## config.mk

```make
export PLATFORM = sky130hd
export DESIGN_NAME = flash_status_register_map
export DESIGN_NICKNAME = d
export VERILOG_FILES = /design/src/design/flash_status_pkg.sv /design/src/design/flash_status_register_map.sv
export SDC_FILE = /design/constraint.sdc
export NUM_CORES = 1
export LEC_CHECK = 0
export BUFFER_PORTS_ARGS = -buffer_cell sky130_fd_sc_hd__buf_2
export CAP_MARGIN = 20
export CORE_MARGIN = 4
export CORE_UTILIZATION = 58
export CTS_CLUSTER_SIZE = 12
export DETAILED_ROUTE_END_ITERATION = 10
export PLACE_DENSITY = 0.85
export SYNTH_ARGS = -nofsm -noshare
export SYNTH_HDL_FRONTEND = slang
export SYNTH_SLANG_ARGS = --single-unit
```

## constraint.sdc

```tcl
create_clock -name clk -period 5.8 [get_ports clk]
set_input_delay 0.87 -clock clk [delete_from_list [all_inputs] [get_ports clk]]
set_output_delay 0.87 -clock clk [all_outputs]
set_load 0.02 [all_outputs]
```

## src/design/flash_status_pkg.sv

```systemverilog
// Constants for the serial flash status register and address map
package flash_status_pkg;
  localparam int ADDR_W = 24;
  localparam int SECTOR_LSB = 12;
  localparam int BLK32_LSB = 15;
  localparam int BLK64_LSB = 16;
  localparam int SECTOR_W = ADDR_W - SECTOR_LSB;
  localparam int BLK32_W = ADDR_W - BLK32_LSB;
  localparam int BLK64_W = ADDR_W - BLK64_LSB;
  localparam int LOCK_BIT = 7;
  localparam int QE_BIT = 6;
  localparam int BP_HI = 5;
  localparam int BP_LO = 2;
  localparam int WEL_BIT = 1;
  localparam int BUSY_BIT = 0;
  localparam logic [7:0] STATUS_RESET = 8'h00;
  localparam logic [7:0] CMD_SET_WEL = 8'h06;
  localparam logic [7:0] CMD_CLR_WEL = 8'h04;
  localparam logic [7:0] CMD_READ_STATUS = 8'h05;
  localparam logic [7:0] CMD_STATUS_WRITE = 8'h01;
  localparam logic [3:0] BP_ALL = 4'h9;
  localparam logic [2:0] BIT_LAST = 3'h7;
  localparam logic [2:0] BIT_FIRST = 3'h0;
  localparam int WRITE_CYCLES_DEF = 16;
  typedef enum logic [1:0] {
    PH_CMD,
    PH_READ,
    PH_WDATA,
    PH_IGNORE
  } phase_t;
endpackage

```

## src/design/flash_status_register_map.sv

```systemverilog
// Status register, protection check and sector decode of a serial flash
`timescale 1ns/1ps
module flash_status_register_map
  import flash_status_pkg::*;
#(
  parameter int WRITE_CYCLES = WRITE_CYCLES_DEF
) (
  input wire logic clk, // 20 MHz system clock
  input wire logic sys_rst, // Synchronous reset, high
  input wire logic cs_n, // Chip select, low selects
  input wire logic sck_rise, // Link clock rising edge strobe
  input wire logic sck_fall, // Link clock falling edge strobe
  input wire logic si, // Serial data in
  input wire logic wp_n, // Write protect pin level
  input wire logic pause_n, // Pause pin level
  input wire logic [ADDR_W-1:0] check_addr, // Address to classify
  input wire logic write_done, // Program or erase engine finished
  output logic so, // Serial data out
  output logic so_oe, // Serial data out enable
  output logic [7:0] status, // Status register view
  output logic quad_mode, // Pins 2 and 3 act as data
  output logic wp_active, // Protect pin acts as control
  output logic paused, // Pause function active
  output logic [SECTOR_W-1:0] sector_index, // Sector of check_addr
  output logic [BLK32_W-1:0] block32_index, // 32 KB block of check_addr
  output logic [BLK64_W-1:0] block64_index, // 64 KB block of check_addr
  output logic addr_protected // check_addr lies in a protected area
);

  typedef struct packed {
    logic [7:0] status;
    phase_t phase;
    logic [7:0] shift;
    logic [2:0] bit_cnt;
    logic [7:0] out_byte;
    logic so;
    logic so_oe;
    logic [15:0] busy_cnt;
    logic quad_mode;
    logic wp_active;
    logic paused;
    logic [SECTOR_W-1:0] sector_index;
    logic [BLK32_W-1:0] block32_index;
    logic [BLK64_W-1:0] block64_index;
    logic addr_protected;
  } state_t;

  state_t r;
  state_t next_r;

  // Top-area protection: level n covers the top 2^(n-1) 64 KB blocks
  function automatic logic in_protected(input logic [3:0] level,
                                        input logic [BLK64_W-1:0] blk);
    logic [BLK64_W:0] span;
    logic [BLK64_W:0] first;
    span = '0;
    first = '0;
    if (level == 4'h0) begin
      in_protected = 1'b0;
    end else if (level >= BP_ALL) begin
      in_protected = 1'b1;
    end else begin
      span = (BLK64_W+1)'(1) << (level - 4'h1);
      first = (BLK64_W+1)'(1) << BLK64_W;
      first = first - span;
      in_protected = {1'b0, blk} >= first;
    end
  endfunction

  // Sector, 32 KB block and 64 KB block are plain upper-bit slices
  function automatic logic [SECTOR_W-1:0] sector_of(
    input logic [ADDR_W-1:0] addr);
    sector_of = addr[ADDR_W-1:SECTOR_LSB];
  endfunction

  function automatic logic [BLK32_W-1:0] block32_of(
    input logic [ADDR_W-1:0] addr);
    block32_of = addr[ADDR_W-1:BLK32_LSB];
  endfunction

  function automatic logic [BLK64_W-1:0] block64_of(
    input logic [ADDR_W-1:0] addr);
    block64_of = addr[ADDR_W-1:BLK64_LSB];
  endfunction

  // Protection level field of a status value
  function automatic logic [3:0] level_of(input logic [7:0] value);
    level_of = value[BP_HI:BP_LO];
  endfunction

  // A status write takes only the non-volatile bits; the latch stays as
  // it was and busy starts the internal write cycle
  function automatic logic [7:0] merge_write(input logic [7:0] old,
                                             input logic [7:0] data);
    logic [7:0] merged;
    merged = old;
    merged[LOCK_BIT] = data[LOCK_BIT];
    merged[QE_BIT] = data[QE_BIT];
    merged[BP_HI:BP_LO] = data[BP_HI:BP_LO];
    merged[WEL_BIT] = old[WEL_BIT];
    merged[BUSY_BIT] = 1'b1;
    merge_write = merged;
  endfunction

  // Serial bit at a given position of a byte, MSB leaves first
  function automatic logic bit_at(input logic [7:0] value,
                                  input logic [2:0] pos);
    bit_at = value[BIT_LAST - pos];
  endfunction

  // Command byte comparison
  function automatic logic is_code(input logic [7:0] value,
                                   input logic [7:0] code);
    is_code = value == code;
  endfunction

  // Bit counter wraps after the eighth bit of each byte
  function automatic logic [2:0] bump(input logic [2:0] cnt);
    bump = cnt + 3'h1;
  endfunction

  function automatic logic [15:0] load_count();
    load_count = 16'(WRITE_CYCLES);
  endfunction

  // Pause only matters while selected and while the pin is not data
  function automatic logic pin_paused(input logic quad,
                                      input logic pause_pin_n,
                                      input logic sel_n);
    pin_paused = !quad && !pause_pin_n && !sel_n;
  endfunction

  // Serial input enters at the bottom, MSB first
  function automatic logic [7:0] rx_shift(input logic [7:0] shift,
                                          input logic din);
    rx_shift = {shift[6:0], din};
  endfunction

  // Pin roles and the frame qualifiers
  logic quad_on;
  logic status_locked;
  logic link_live;
  logic rise_ok;
  logic fall_ok;
  logic byte_done;
  logic read_phase;
  logic [7:0] rx_byte;
  logic is_read_cmd;
  logic is_set_cmd;
  logic is_clr_cmd;
  logic is_write_cmd;
  logic write_ok;
  logic busy_now;
  logic busy_over;
  logic cmd_refused;

  assign quad_on = r.status[QE_BIT];
  // Once quad enable steals the protect pin, it no longer locks status
  assign status_locked = r.status[LOCK_BIT] && !wp_n && !quad_on;
  assign link_live = !cs_n && !r.paused;
  assign rise_ok = link_live && sck_rise;
  assign fall_ok = link_live && sck_fall;
  assign byte_done = rise_ok && r.bit_cnt == BIT_LAST;
  assign read_phase = r.phase == PH_READ;
  assign rx_byte = rx_shift(r.shift, si);
  assign is_read_cmd = is_code(rx_byte, CMD_READ_STATUS);
  assign is_set_cmd = is_code(rx_byte, CMD_SET_WEL);
  assign is_clr_cmd = is_code(rx_byte, CMD_CLR_WEL);
  assign is_write_cmd = is_code(rx_byte, CMD_STATUS_WRITE);
  // A status write needs the latch set and the lock not engaged
  assign write_ok = is_write_cmd && r.status[WEL_BIT] && !status_locked;
  assign busy_now = r.status[BUSY_BIT];
  // Nothing but a status read is taken while busy
  assign cmd_refused = busy_now && !is_read_cmd;
  // The timer bounds the cycle if the engine never reports completion
  assign busy_over = busy_now && (write_done || r.busy_cnt == 16'h0000);

  always_comb begin
    next_r = r;

    // Pin functions follow quad enable one cycle later
    next_r.quad_mode = quad_on;
    next_r.wp_active = !quad_on;
    next_r.paused = pin_paused(quad_on, pause_n, cs_n);

    // Address classification, registered
    next_r.sector_index = sector_of(check_addr);
    next_r.block32_index = block32_of(check_addr);
    next_r.block64_index = block64_of(check_addr);
    next_r.addr_protected = in_protected(level_of(r.status),
      block64_of(check_addr));

    // Internal write cycle: busy until the engine or the timer ends it
    if (busy_over) begin
      next_r.status[BUSY_BIT] = 1'b0;
      next_r.status[WEL_BIT] = 1'b0;
    end else if (busy_now) begin
      next_r.busy_cnt = r.busy_cnt - 16'h0001;
    end

    // Deselect ends the frame; a partial byte is dropped
    if (cs_n) begin
      next_r.phase = PH_CMD;
      next_r.bit_cnt = BIT_FIRST;
      next_r.so_oe = 1'b0;
      next_r.so = 1'b0;
    end

    // Input side: shift on every accepted rising strobe
    if (rise_ok) begin
      next_r.shift = rx_byte;
      next_r.bit_cnt = bump(r.bit_cnt);
    end

    // Byte boundary: act on the command or the data byte
    if (byte_done) begin
      case (r.phase)
        PH_CMD: begin
          next_r.phase = PH_IGNORE;
          if (is_read_cmd) begin
            next_r.phase = PH_READ;
            next_r.out_byte = r.status;
          end else if (cmd_refused) begin
            next_r.phase = PH_IGNORE;
          end else if (is_set_cmd) begin
            next_r.status[WEL_BIT] = 1'b1;
          end else if (is_clr_cmd) begin
            next_r.status[WEL_BIT] = 1'b0;
          end else if (write_ok) begin
            next_r.phase = PH_WDATA;
          end else begin
            next_r.phase = PH_IGNORE;
          end
        end
        PH_WDATA: begin
          next_r.status = merge_write(r.status, rx_byte);
          next_r.busy_cnt = load_count();
          next_r.phase = PH_IGNORE;
        end
        PH_READ: begin
          next_r.out_byte = r.status;
        end
        PH_IGNORE: begin
          next_r.phase = PH_IGNORE;
        end
        default: begin
          next_r.phase = PH_IGNORE;
        end
      endcase
    end

    // Output side: the read byte repeats, refreshed at each boundary
    if (fall_ok && read_phase) begin
      next_r.so = bit_at(r.out_byte, r.bit_cnt);
      next_r.so_oe = 1'b1;
      if (r.bit_cnt == BIT_FIRST) begin
        // Fresh copy so a busy flag that drops mid-read is seen next byte
        next_r.out_byte = r.status;
        next_r.so = r.status[BIT_LAST];
      end
    end
  end

  always_ff @(posedge clk) begin
    if (sys_rst) begin
      r <= '0;
      r.status <= STATUS_RESET;
      r.phase <= PH_CMD;
    end else begin
      r <= next_r;
    end
  end

  // Every output is a plain register copy
  assign so = r.so;
  assign so_oe = r.so_oe;
  assign status = r.status;

  // Pin roles
  assign quad_mode = r.quad_mode;
  assign wp_active = r.wp_active;
  assign paused = r.paused;

  // Address map
  assign sector_index = r.sector_index;
  assign block32_index = r.block32_index;
  assign block64_index = r.block64_index;
  assign addr_protected = r.addr_protected;

endmodule

```

======== Word level (Yosys, flattened, before mapping) ========
Index checks and enable logic that the tools add are counted.
cells by class
  add/subtract/negate cells ............... 5
  $mul .................................... 0
  div/mod/pow operators ................... 0
  $lt $le $gt $ge ......................... 3
  equal/unequal tests ..................... 9
  shift-type cells ........................ 1
  multiplexer cells ....................... 30
  bitwise logic cells ..................... 0
  reductions and logical operators ........ 30
operator list
  cell                     count
  $mux W16                 4
  $eq A8 B3 Y1 const B     3
  $logic_not A16 Y1        1
  $mux W8                  2
  $pmux W8 S2              1
  $sub A16 B1 Y16 const B  1
  $mux W2                  7
  $logic_and A1 B1 Y1      13
  $mux W10                 1
  $ge A8 B9 Y1             1
  $mux W9                  1
  $shl A1 B4 Y9 const A    1
  $sub A9 B9 Y9 const A    1
  $eq A8 B1 Y1 const B     1
  $mux W1                  8
  $logic_not A1 Y1         7
  $mux W3                  2
  $eq A2 B2 Y1 const B     2
  $ge A4 B4 Y1 const B     1
  $logic_not A4 Y1         1
  $lt A3 B4 Y1 const B     1
  $mux W4                  1
  $pmux W2 S2              1
  $reduce_bool A2 Y1       2
  other kinds (13)         14
word-level totals
  bits in registers ....................... 79
  latch bits .............................. 0
  RAM bits ................................ 0
  bits in read-only memories .............. 0
  input bits .............................. 33
  output and inout port bits .............. 43
  logic and storage cells ................. 95
  memories ................................ 0

======== Depth between registers and ports, before layout ========
Gate-level depths: netlist of run 1.
  word-level depth ........................ 12
  gate-level depth with buffers ........... 13
  gate-level depth less buffers ........... 12

======== Worst setup path after synthesis of run 1 ========
Ideal clock, no wire load.
  kind .................................... reg2reg
  start point ............................. register, netlist name status[3]
  end point ............................... register r, in the netlist addr_protected
  library setup time ...................... 0.132 ns
  arrival time ............................ 2.341 ns
  data required time ...................... 5.668 ns
  setup slack ............................. 3.326 ns
  cell stages (with the launch flop) ...... 13
  buffers on the path ..................... 1
  clock period less this slack ............ 2.474 ns
  path through ............................ dfxtp_1 clkbuf_1 nand2_1 or3_1 ha_1 o31ai_1 o41ai_1 ha_1 a2111o_1 a31oi_1 o21ai_0 o2111ai_1 a21oi_1
between the ends
  word-level cells in the longest chain between the ends .. 5
  elaborated cells between the ends (all ways) .. 8
  classes of those cells .................. add/sub (2); order compare (2); shift (1); mux (1); reduce/logical (2)
RTL lines
  item                    line                              RTL
  $sub A4 B1 Y4           flash_status_register_map.sv:63   span = (BLK64_W+1)'(1) << (level - 4'h1);
  $shl A1 B4 Y9           flash_status_register_map.sv:63
  $sub A9 B9 Y9           flash_status_register_map.sv:65   first = first - span;
  $ge A8 B9 Y1            flash_status_register_map.sv:66   in_protected = {1'b0, blk} >= first;
  $mux W1                 flash_status_register_map.sv:60   end else if (level >= BP_ALL) begin
  end signal: assignment  flash_status_register_map.sv:270  r <= next_r;
  end: declaration        flash_status_register_map.sv:48   state_t r;
Parallel ways exist; a longest one is shown, timed or not.
A chain may end at the register's enable or synchronous reset.

======== Worst setup path in the final report of run 1 ========
  start point ............................. input cs_n
  end point ............................... register r[58] (netlist bit)
between the ends
  word-level cells in the longest chain between the ends .. 7
  elaborated cells between the ends (all ways) .. 9
  classes of those cells .................. mux (3); reduce/logical (6)
RTL lines
  item                     line                              RTL
  start: declaration       flash_status_register_map.sv:10   input wire logic cs_n,
  $logic_not A1 Y1 (*)     flash_status_register_map.sv:160  assign link_live = !cs_n && !r.paused;
  $logic_and A1 B1 Y1 (*)  flash_status_register_map.sv:160
  $logic_and A1 B1 Y1      flash_status_register_map.sv:161  assign rise_ok = link_live && sck_rise;
  $logic_and A1 B1 Y1      flash_status_register_map.sv:163  assign byte_done = rise_ok && r.bit_cnt == BIT_LAST;
  $mux W8                  flash_status_register_map.sv:216  if (byte_done) begin
  $mux W9                  flash_status_register_map.sv:256  if (r.bit_cnt == BIT_FIRST) begin
  $mux W10 (*)             flash_status_register_map.sv:253  if (fall_ok && read_phase) begin
Every way passes the cells marked *; elsewhere a longest branch is shown, timed or not.

==> impl_metrics.json, run 1 <==
{
  "status": "completed",
  "cellPowerDensity_nw_per_um2": 242,
  "tightest_slew_ns": 0.949,
  "crit_type": "in2reg",
  "antennaDiodeCount": 0,
  "layout-drive-gt1-share_pct": 22.2,
  "crit_required_ns": 5.99,
  "overflow": 0,
  "nets": 423,
  "arrival_ns": 3.00,
  "clk_pin_slew_ns": 0.06,
  "row_count": 26,
  "via_per_inst": 5.52,
  "yosysSeqAreaShare_pct": 38.7,
  "power_leakage_nw": 1.43,
  "clock-sinks": 62,
  "placed_cell_area_um2": 3250,
  "syn_area_um2": 3200,
  "rsz0062_at_grt": "no",
  "rrSetupSlack_ns": 3.08,
  "r2r_cells": 11,
  "io_buffer_count": 63,
  "hold_class": "reg2reg",
  "hp-start": "so_oe",
  "setup-tns-final_ns": 0,
  "vias": 2479,
  "crit_path_end_kind": "flop",
  "grt_pass1_vias": 2245,
  "crit_fanout": 11,
  "worst_r2r_endpoint": "addr_protected",
  "synthArstFlopShare_pct": 0,
  "reg2reg_from": "status[3]",
  "setup_viol": 0,
  "h-tree-depth": 3,
  "grt_pass1_wl_mm": 10.4,
  "max-cap-violations": 0,
  "hold_path_end": "so_oe",
  "grt_usage_pct": 20.2,
  "cts_resized": 0,
  "fin_crit_ns": 2.82,
  "synth_top_flop_cell": "dfxtp_1",
  "firstDrtPassIters": 4,
  "ys_ff_latch": 62,
  "skew_ns": 0.00600,
  "fmax_ghz": 0.355,
  "area_growth_pct": 6.99,
  "synthCells": 357,
  "avgSynthCellArea_um2": 8.98,
  "hold_buffers": 0,
  "final-seq-area_um2": 1240,
  "period_share_pct": 48.5,
  "ir_drop_mv": 0.136,
  "hold_viol_final": 0,
  "multi_input_area_um2": 1570,
  "hold_path_depth": 2,
  "die_area_um2": 6780,
  "routed_wl_mm": 6.19,
  "coreArea_um2": 5240,
  "cp-start-kind": "primary input",
  "nFillCells": 424,
  "cts_tree": "built",
  "cts_setup_buffers": 0,
  "synth_cell_types": 46,
  "slew_headroom_pct": 36.5,
  "root_buffer": "clkbuf_8",
  "io_pins": 76,
  "ant_nets": 0,
  "design_area_um2": 3430,
  "synth_edf_count": 0,
  "slew_violations": 0,
  "wl_per_cell_um": 13.8,
  "die_w_um": 82.3,
  "start_util_pct": 61.2,
  "yosysWarnings": 0,
  "dr.first_iter.drc_count": 166,
  "grt_max_degree": 50,
  "clk-insertion-delay-late_ns": 0.34,
  "cts_buffer_depth": 2,
  "route.detailed.drc": 0,
  "syn_nets": 404,
  "dp_hpwl_mm": 4.43,
  "fp.dieH_um": 82.3,
  "cts_buffers": 9,
  "place.gp.congestion": 0.803,
  "antenna_found_initial": 0
}
-- cell usage after synthesis (2+ instances only) --
library cell	number	share of area, %
nor2_1	41	4.8
nand4b_1	4	1.1
ha_1	14	5.5
nor4b_1	2	0.55
a31oi_1	5	0.98
xnor2_1	3	0.82
buf_2	2	0.31
mux2i_1	17	5.3
a21boi_0	2	0.47
or3_1	3	0.59
mux4_2	2	1.4
buf_4	38	8.9
nor4_1	5	0.98
nor3_1	7	1.1
dfxtp_1	62	39
xor2_1	13	3.6
a32oi_1	2	0.55
nand2b_1	7	1.4
nor2b_1	19	3.7
a21oi_1	16	2.5
nand3b_1	3	0.70
o31ai_1	2	0.47
clkbuf_1	14	1.6
nand3_1	9	1.4
nand4_1	5	0.98
nand2_1	22	2.6
and3_1	3	0.59
inv_1	10	1.2
o21ai_0	7	1.1
and4b_1	2	0.62
-- layout by cell type (no fill, tap or decap), types with 2 or more instances in the layout --
cell type,Yosys,routed
clkbuf_8,0,12
or3_1,3,3
nor3_1,7,7
nor2b_1,19,19
nand4_1,5,5
ha_1,14,14
buf_2,2,63
nor2_1,41,41
mux4_2,2,2
inv_1,10,10
a31oi_1,5,5
xor2_1,13,13
xnor2_1,3,3
o31ai_1,2,2
nand3b_1,3,3
a32oi_1,2,2
a21boi_0,2,2
dfxtp_1,62,62
mux2i_1,17,17
nand2b_1,7,7
nand3_1,9,9
nor4_1,5,5
a21oi_1,16,16
and3_1,3,3
nand2_1,22,22
nor4b_1,2,2
and4b_1,2,2
o21ai_0,7,7
nand4b_1,4,4
-- layer usage --
layer / up-vias / GRT usage, % / wire (µm)
met5: - / 0 / 0
met4: 0 / 7.81 / 112
met3: 12 / 5.64 / 436
met2: 84 / 31.3 / 2770
met1: 1151 / 26.6 / 2870
li1: 1232 / - / -
-- report_power, final --
group	internal [mW]	switching, mW	total (mW)
registers	0.432	0.00406	0.436
clock network	0.185	0.149	0.333
logic	0.0224	0.0378	0.0603
total	0.639	0.191	0.830
-- per-stage QoR --
step / hold slack [ns] / instances / utilization [%] / setup slack, ns / power (mW)
6_report: 0.472 / 449 / 65.5 / 2.98 / 0.830
3_5_place_dp: 0.463 / 435 / 62.1 / 2.66 / 0.506
3_3_place_gp: 0.459 / 435 / 62.1 / 2.73 / 0.504
5_1_grt: 0.491 / 449 / 65.5 / 2.83 / 0.865
2_1_floorplan: 0.455 / 357 / - / 3.33 / 0.498
4_1_cts: 0.474 / 449 / 65.5 / 3.00 / 0.838
-- layout make-up --
class	instances	area share [%]
multi-input combinational	230	45.9
sequential	62	36.2
timing repair buffer	63	9.20
clock buffer	13	4.93
tap	70	2.55
inverter	10	1.09
clock inverter	1	0.146
-- logic make-up after synthesis --
logic type | after synthesis | share of synthesized area [%]
adder cells (fa/ha/maj) | 14 | 5.47
buffers and inverters | 65 | 12.2
flip-flops | 62 | 38.7
AO/OA/AOI/OAI | 41 | 8.59
multiplexers | 19 | 6.72
XOR/XNOR | 16 | 4.37
AND/OR/NAND/NOR | 140 | 23.9
-- flip-flops by register name, indices dropped and copies added (netlist names) --
register / count
so: 1
so_oe: 1
paused: 1
quad_mode: 1
addr_protected: 1
wp_active: 1
status: 8
r: 36
sector_index: 12
-- critical path: stages --
cell	delay, ns
buf_2	0.16
nor3b_2	0.78
nand2_1	0.23
o32ai_4	0.60
mux2i_1	0.29
nor2_1	0.07
-- how the worst max path moves through the flow --
stage | slack [ns] | startpoint | endpoint
after floorplan | 3.33 | status[3] | addr_protected
after global placement | 2.73 | cs_n | r[35]
after detailed placement | 2.66 | cs_n | r[51]
after CTS | 3.00 | cs_n | r[58]
after global routing | 2.83 | cs_n | r[44]
final | 2.98 | cs_n | r[58]
No activity file was read; power rests on OpenSTA's default activity.
==> run 2, diff against run 1 <==
--- a/config.mk
+++ b/config.mk
@@ -8,10 +8,10 @@
 export BUFFER_PORTS_ARGS = -buffer_cell sky130_fd_sc_hd__buf_2
 export CAP_MARGIN = 20
 export CORE_MARGIN = 4
-export CORE_UTILIZATION = 58
+export CORE_UTILIZATION = 54
 export CTS_CLUSTER_SIZE = 12
 export DETAILED_ROUTE_END_ITERATION = 10
-export PLACE_DENSITY = 0.85
+export PLACE_DENSITY = 0.8
 export SYNTH_ARGS = -nofsm -noshare
 export SYNTH_HDL_FRONTEND = slang
 export SYNTH_SLANG_ARGS = --single-unit
==> constraint.sdc (replaced) <==
create_clock -name clk -period 2.94 [get_ports clk]
set_input_delay 0.441 -clock clk [delete_from_list [all_inputs] [get_ports clk]]
set_output_delay 0.441 -clock clk [all_outputs]
set_load 0.02 [all_outputs]
==> run 2 against run 1 <==
Against the previous run:
- worst hold slack got worse by 0.21 ns
- combinational power rose by 100%
- register-to-register slack got worse by 2.8 ns
- die area grew 6.7%
- largest cell class unchanged
==> impl_metrics.json, run 2 (synthesis gave the netlist of run 1 again) <==
{
  "status": "completed",
  "max-cap-violations": 0,
  "tightest_slew_ns": 0.562,
  "crit_fanout": 12,
  "hold_viol_final": 0,
  "setup_viol": 0,
  "cts_setup_buffers": 0,
  "overflow": 0,
  "nets": 426,
  "final-seq-area_um2": 1240,
  "multi_input_area_um2": 1570,
  "coreArea_um2": 5640,
  "io_buffer_count": 63,
  "rsz0062_at_grt": "no",
  "cts_resized": 0,
  "firstDrtPassIters": 4,
  "vias": 2426,
  "skew_ns": 0.0103,
  "cts_tree": "built",
  "crit_path_end_kind": "flop",
  "io_pins": 76,
  "wl_per_cell_um": 13.6,
  "hold_buffers": 0,
  "clk_pin_slew_ns": 0.06,
  "nFillCells": 499,
  "largest_reg_flops": 36,
  "h-tree-depth": 3,
  "slew_headroom_pct": 62.5,
  "layout_common_cells": "buf_2, dfxtp_1, nor2_1",
  "area_growth_pct": 8.24,
  "fp.dieH_um": 85.0,
  "setup-tns-final_ns": 0,
  "via_per_inst": 5.33,
  "max_flop_register": "r",
  "grt_pass1_wl_mm": 10.8,
  "arrival_ns": 2.84,
  "layout_commonest_cell": "buf_2",
  "dr.first_iter.drc_count": 169,
  "row_count": 27,
  "fin_crit_ns": 2.63,
  "route.detailed.drc": 0,
  "dp_hpwl_mm": 4.53,
  "crit_required_ns": 3.15,
  "dpl.cell_count": 440,
  "antenna_found_initial": 0,
  "routed_wl_mm": 6.20,
  "period_share_pct": 89.6,
  "fin_cells": 455,
  "layout-drive-gt1-share_pct": 23.0,
  "crit_type": "reg2reg",
  "ir_drop_mv": 0.252,
  "slew_violations": 0,
  "die_area_um2": 7230,
  "fmax_ghz": 0.380,
  "power_leakage_nw": 1.45,
  "grt_pass1_vias": 2397,
  "grt_usage_pct": 18.4,
  "cellPowerDensity_nw_per_um2": 489,
  "antennaDiodeCount": 0,
  "grt_max_degree": 36,
  "cp-start-kind": "flop",
  "clk-insertion-delay-late_ns": 0.34,
  "clock-sinks": 62,
  "place.gp.congestion": 0.799,
  "cts_buffer_depth": 2,
  "root_buffer": "clkbuf_8",
  "start_util_pct": 56.8,
  "hold_class": "in2reg",
  "die_w_um": 85.0,
  "ant_nets": 0,
  "final.hold.worst_slack_ns": 0.266,
  "cts_buffers": 9
}
-- run 2: cell count changes in the layout (fill, tap and decap cells not counted), sizes merged --
cell / before / now
clkinvlp: 0 / 1
clkinv: 1 / 2
clkbuf: 13 / 11
bufinv: 0 / 1
buf: 63 / 66
-- run 2: through the flow --
| step | utilization (%) | setup slack (ns) | area [µm²] | power [mW] |
|---|---|---|---|---|
| after floorplan | - | 0.466 | 3200 | 0.982 |
| after global placement | 58.1 | 0.388 | 3280 | 0.996 |
| after detailed placement | 58.1 | 0.301 | 3280 | 0.999 |
| after CTS | 61.5 | 0.276 | 3470 | 1.71 |
| after global routing | 61.5 | 0.103 | 3470 | 1.77 |
| final | 61.5 | 0.306 | 3470 | 1.70 |
-- run 2: layout make-up --
type | count | area share (%)
Multi-Input combinational cell | 230 | 45.3
Clock inverter | 4 | 1.37
Sequential cell | 62 | 35.8
Clock buffer | 11 | 4.08
Timing Repair Buffer | 66 | 9.74
Inverter | 10 | 1.08
Tap cell | 72 | 2.60
-- run 2: path summary, 6_finish.rpt --
path,from,end,slack (ns),depth (start not counted)
max,status[3],addr_protected,0.31,11
min,pause_n,paused,0.27,2
max reg2reg,status[3],addr_protected,0.31,11
min reg2reg,so,so,0.47,2
-- run 2: power breakdown --
| group | switching, mW | internal [mW] |
|---|---|---|
| Combinational | 0.0748 | 0.0459 |
| Sequential | 0.00734 | 0.852 |
| Clock | 0.310 | 0.407 |
-- run 2: critical path, stage by stage (launching register included) --
cell and delay (ns):
dfxtp_1 0.51, nand2_1 0.11, or3_1 0.32, ha_1 0.28
o31ai_1 0.09, o41ai_1 0.13, ha_1 0.20, a2111o_1 0.41
a31oi_1 0.15, o21ai_0 0.10, o2111ai_1 0.11, a21oi_1 0.09
-- run 2: layer usage --
metal | routed length (µm) | track usage [%] | vias up
li1 | - | - | 1242
met1 | 2930 | 24.2 | 1106
met2 | 2790 | 28.8 | 68
met3 | 372 | 4.17 | 10
met4 | 103 | 8.06 | 0
met5 | 0 | 0 | -
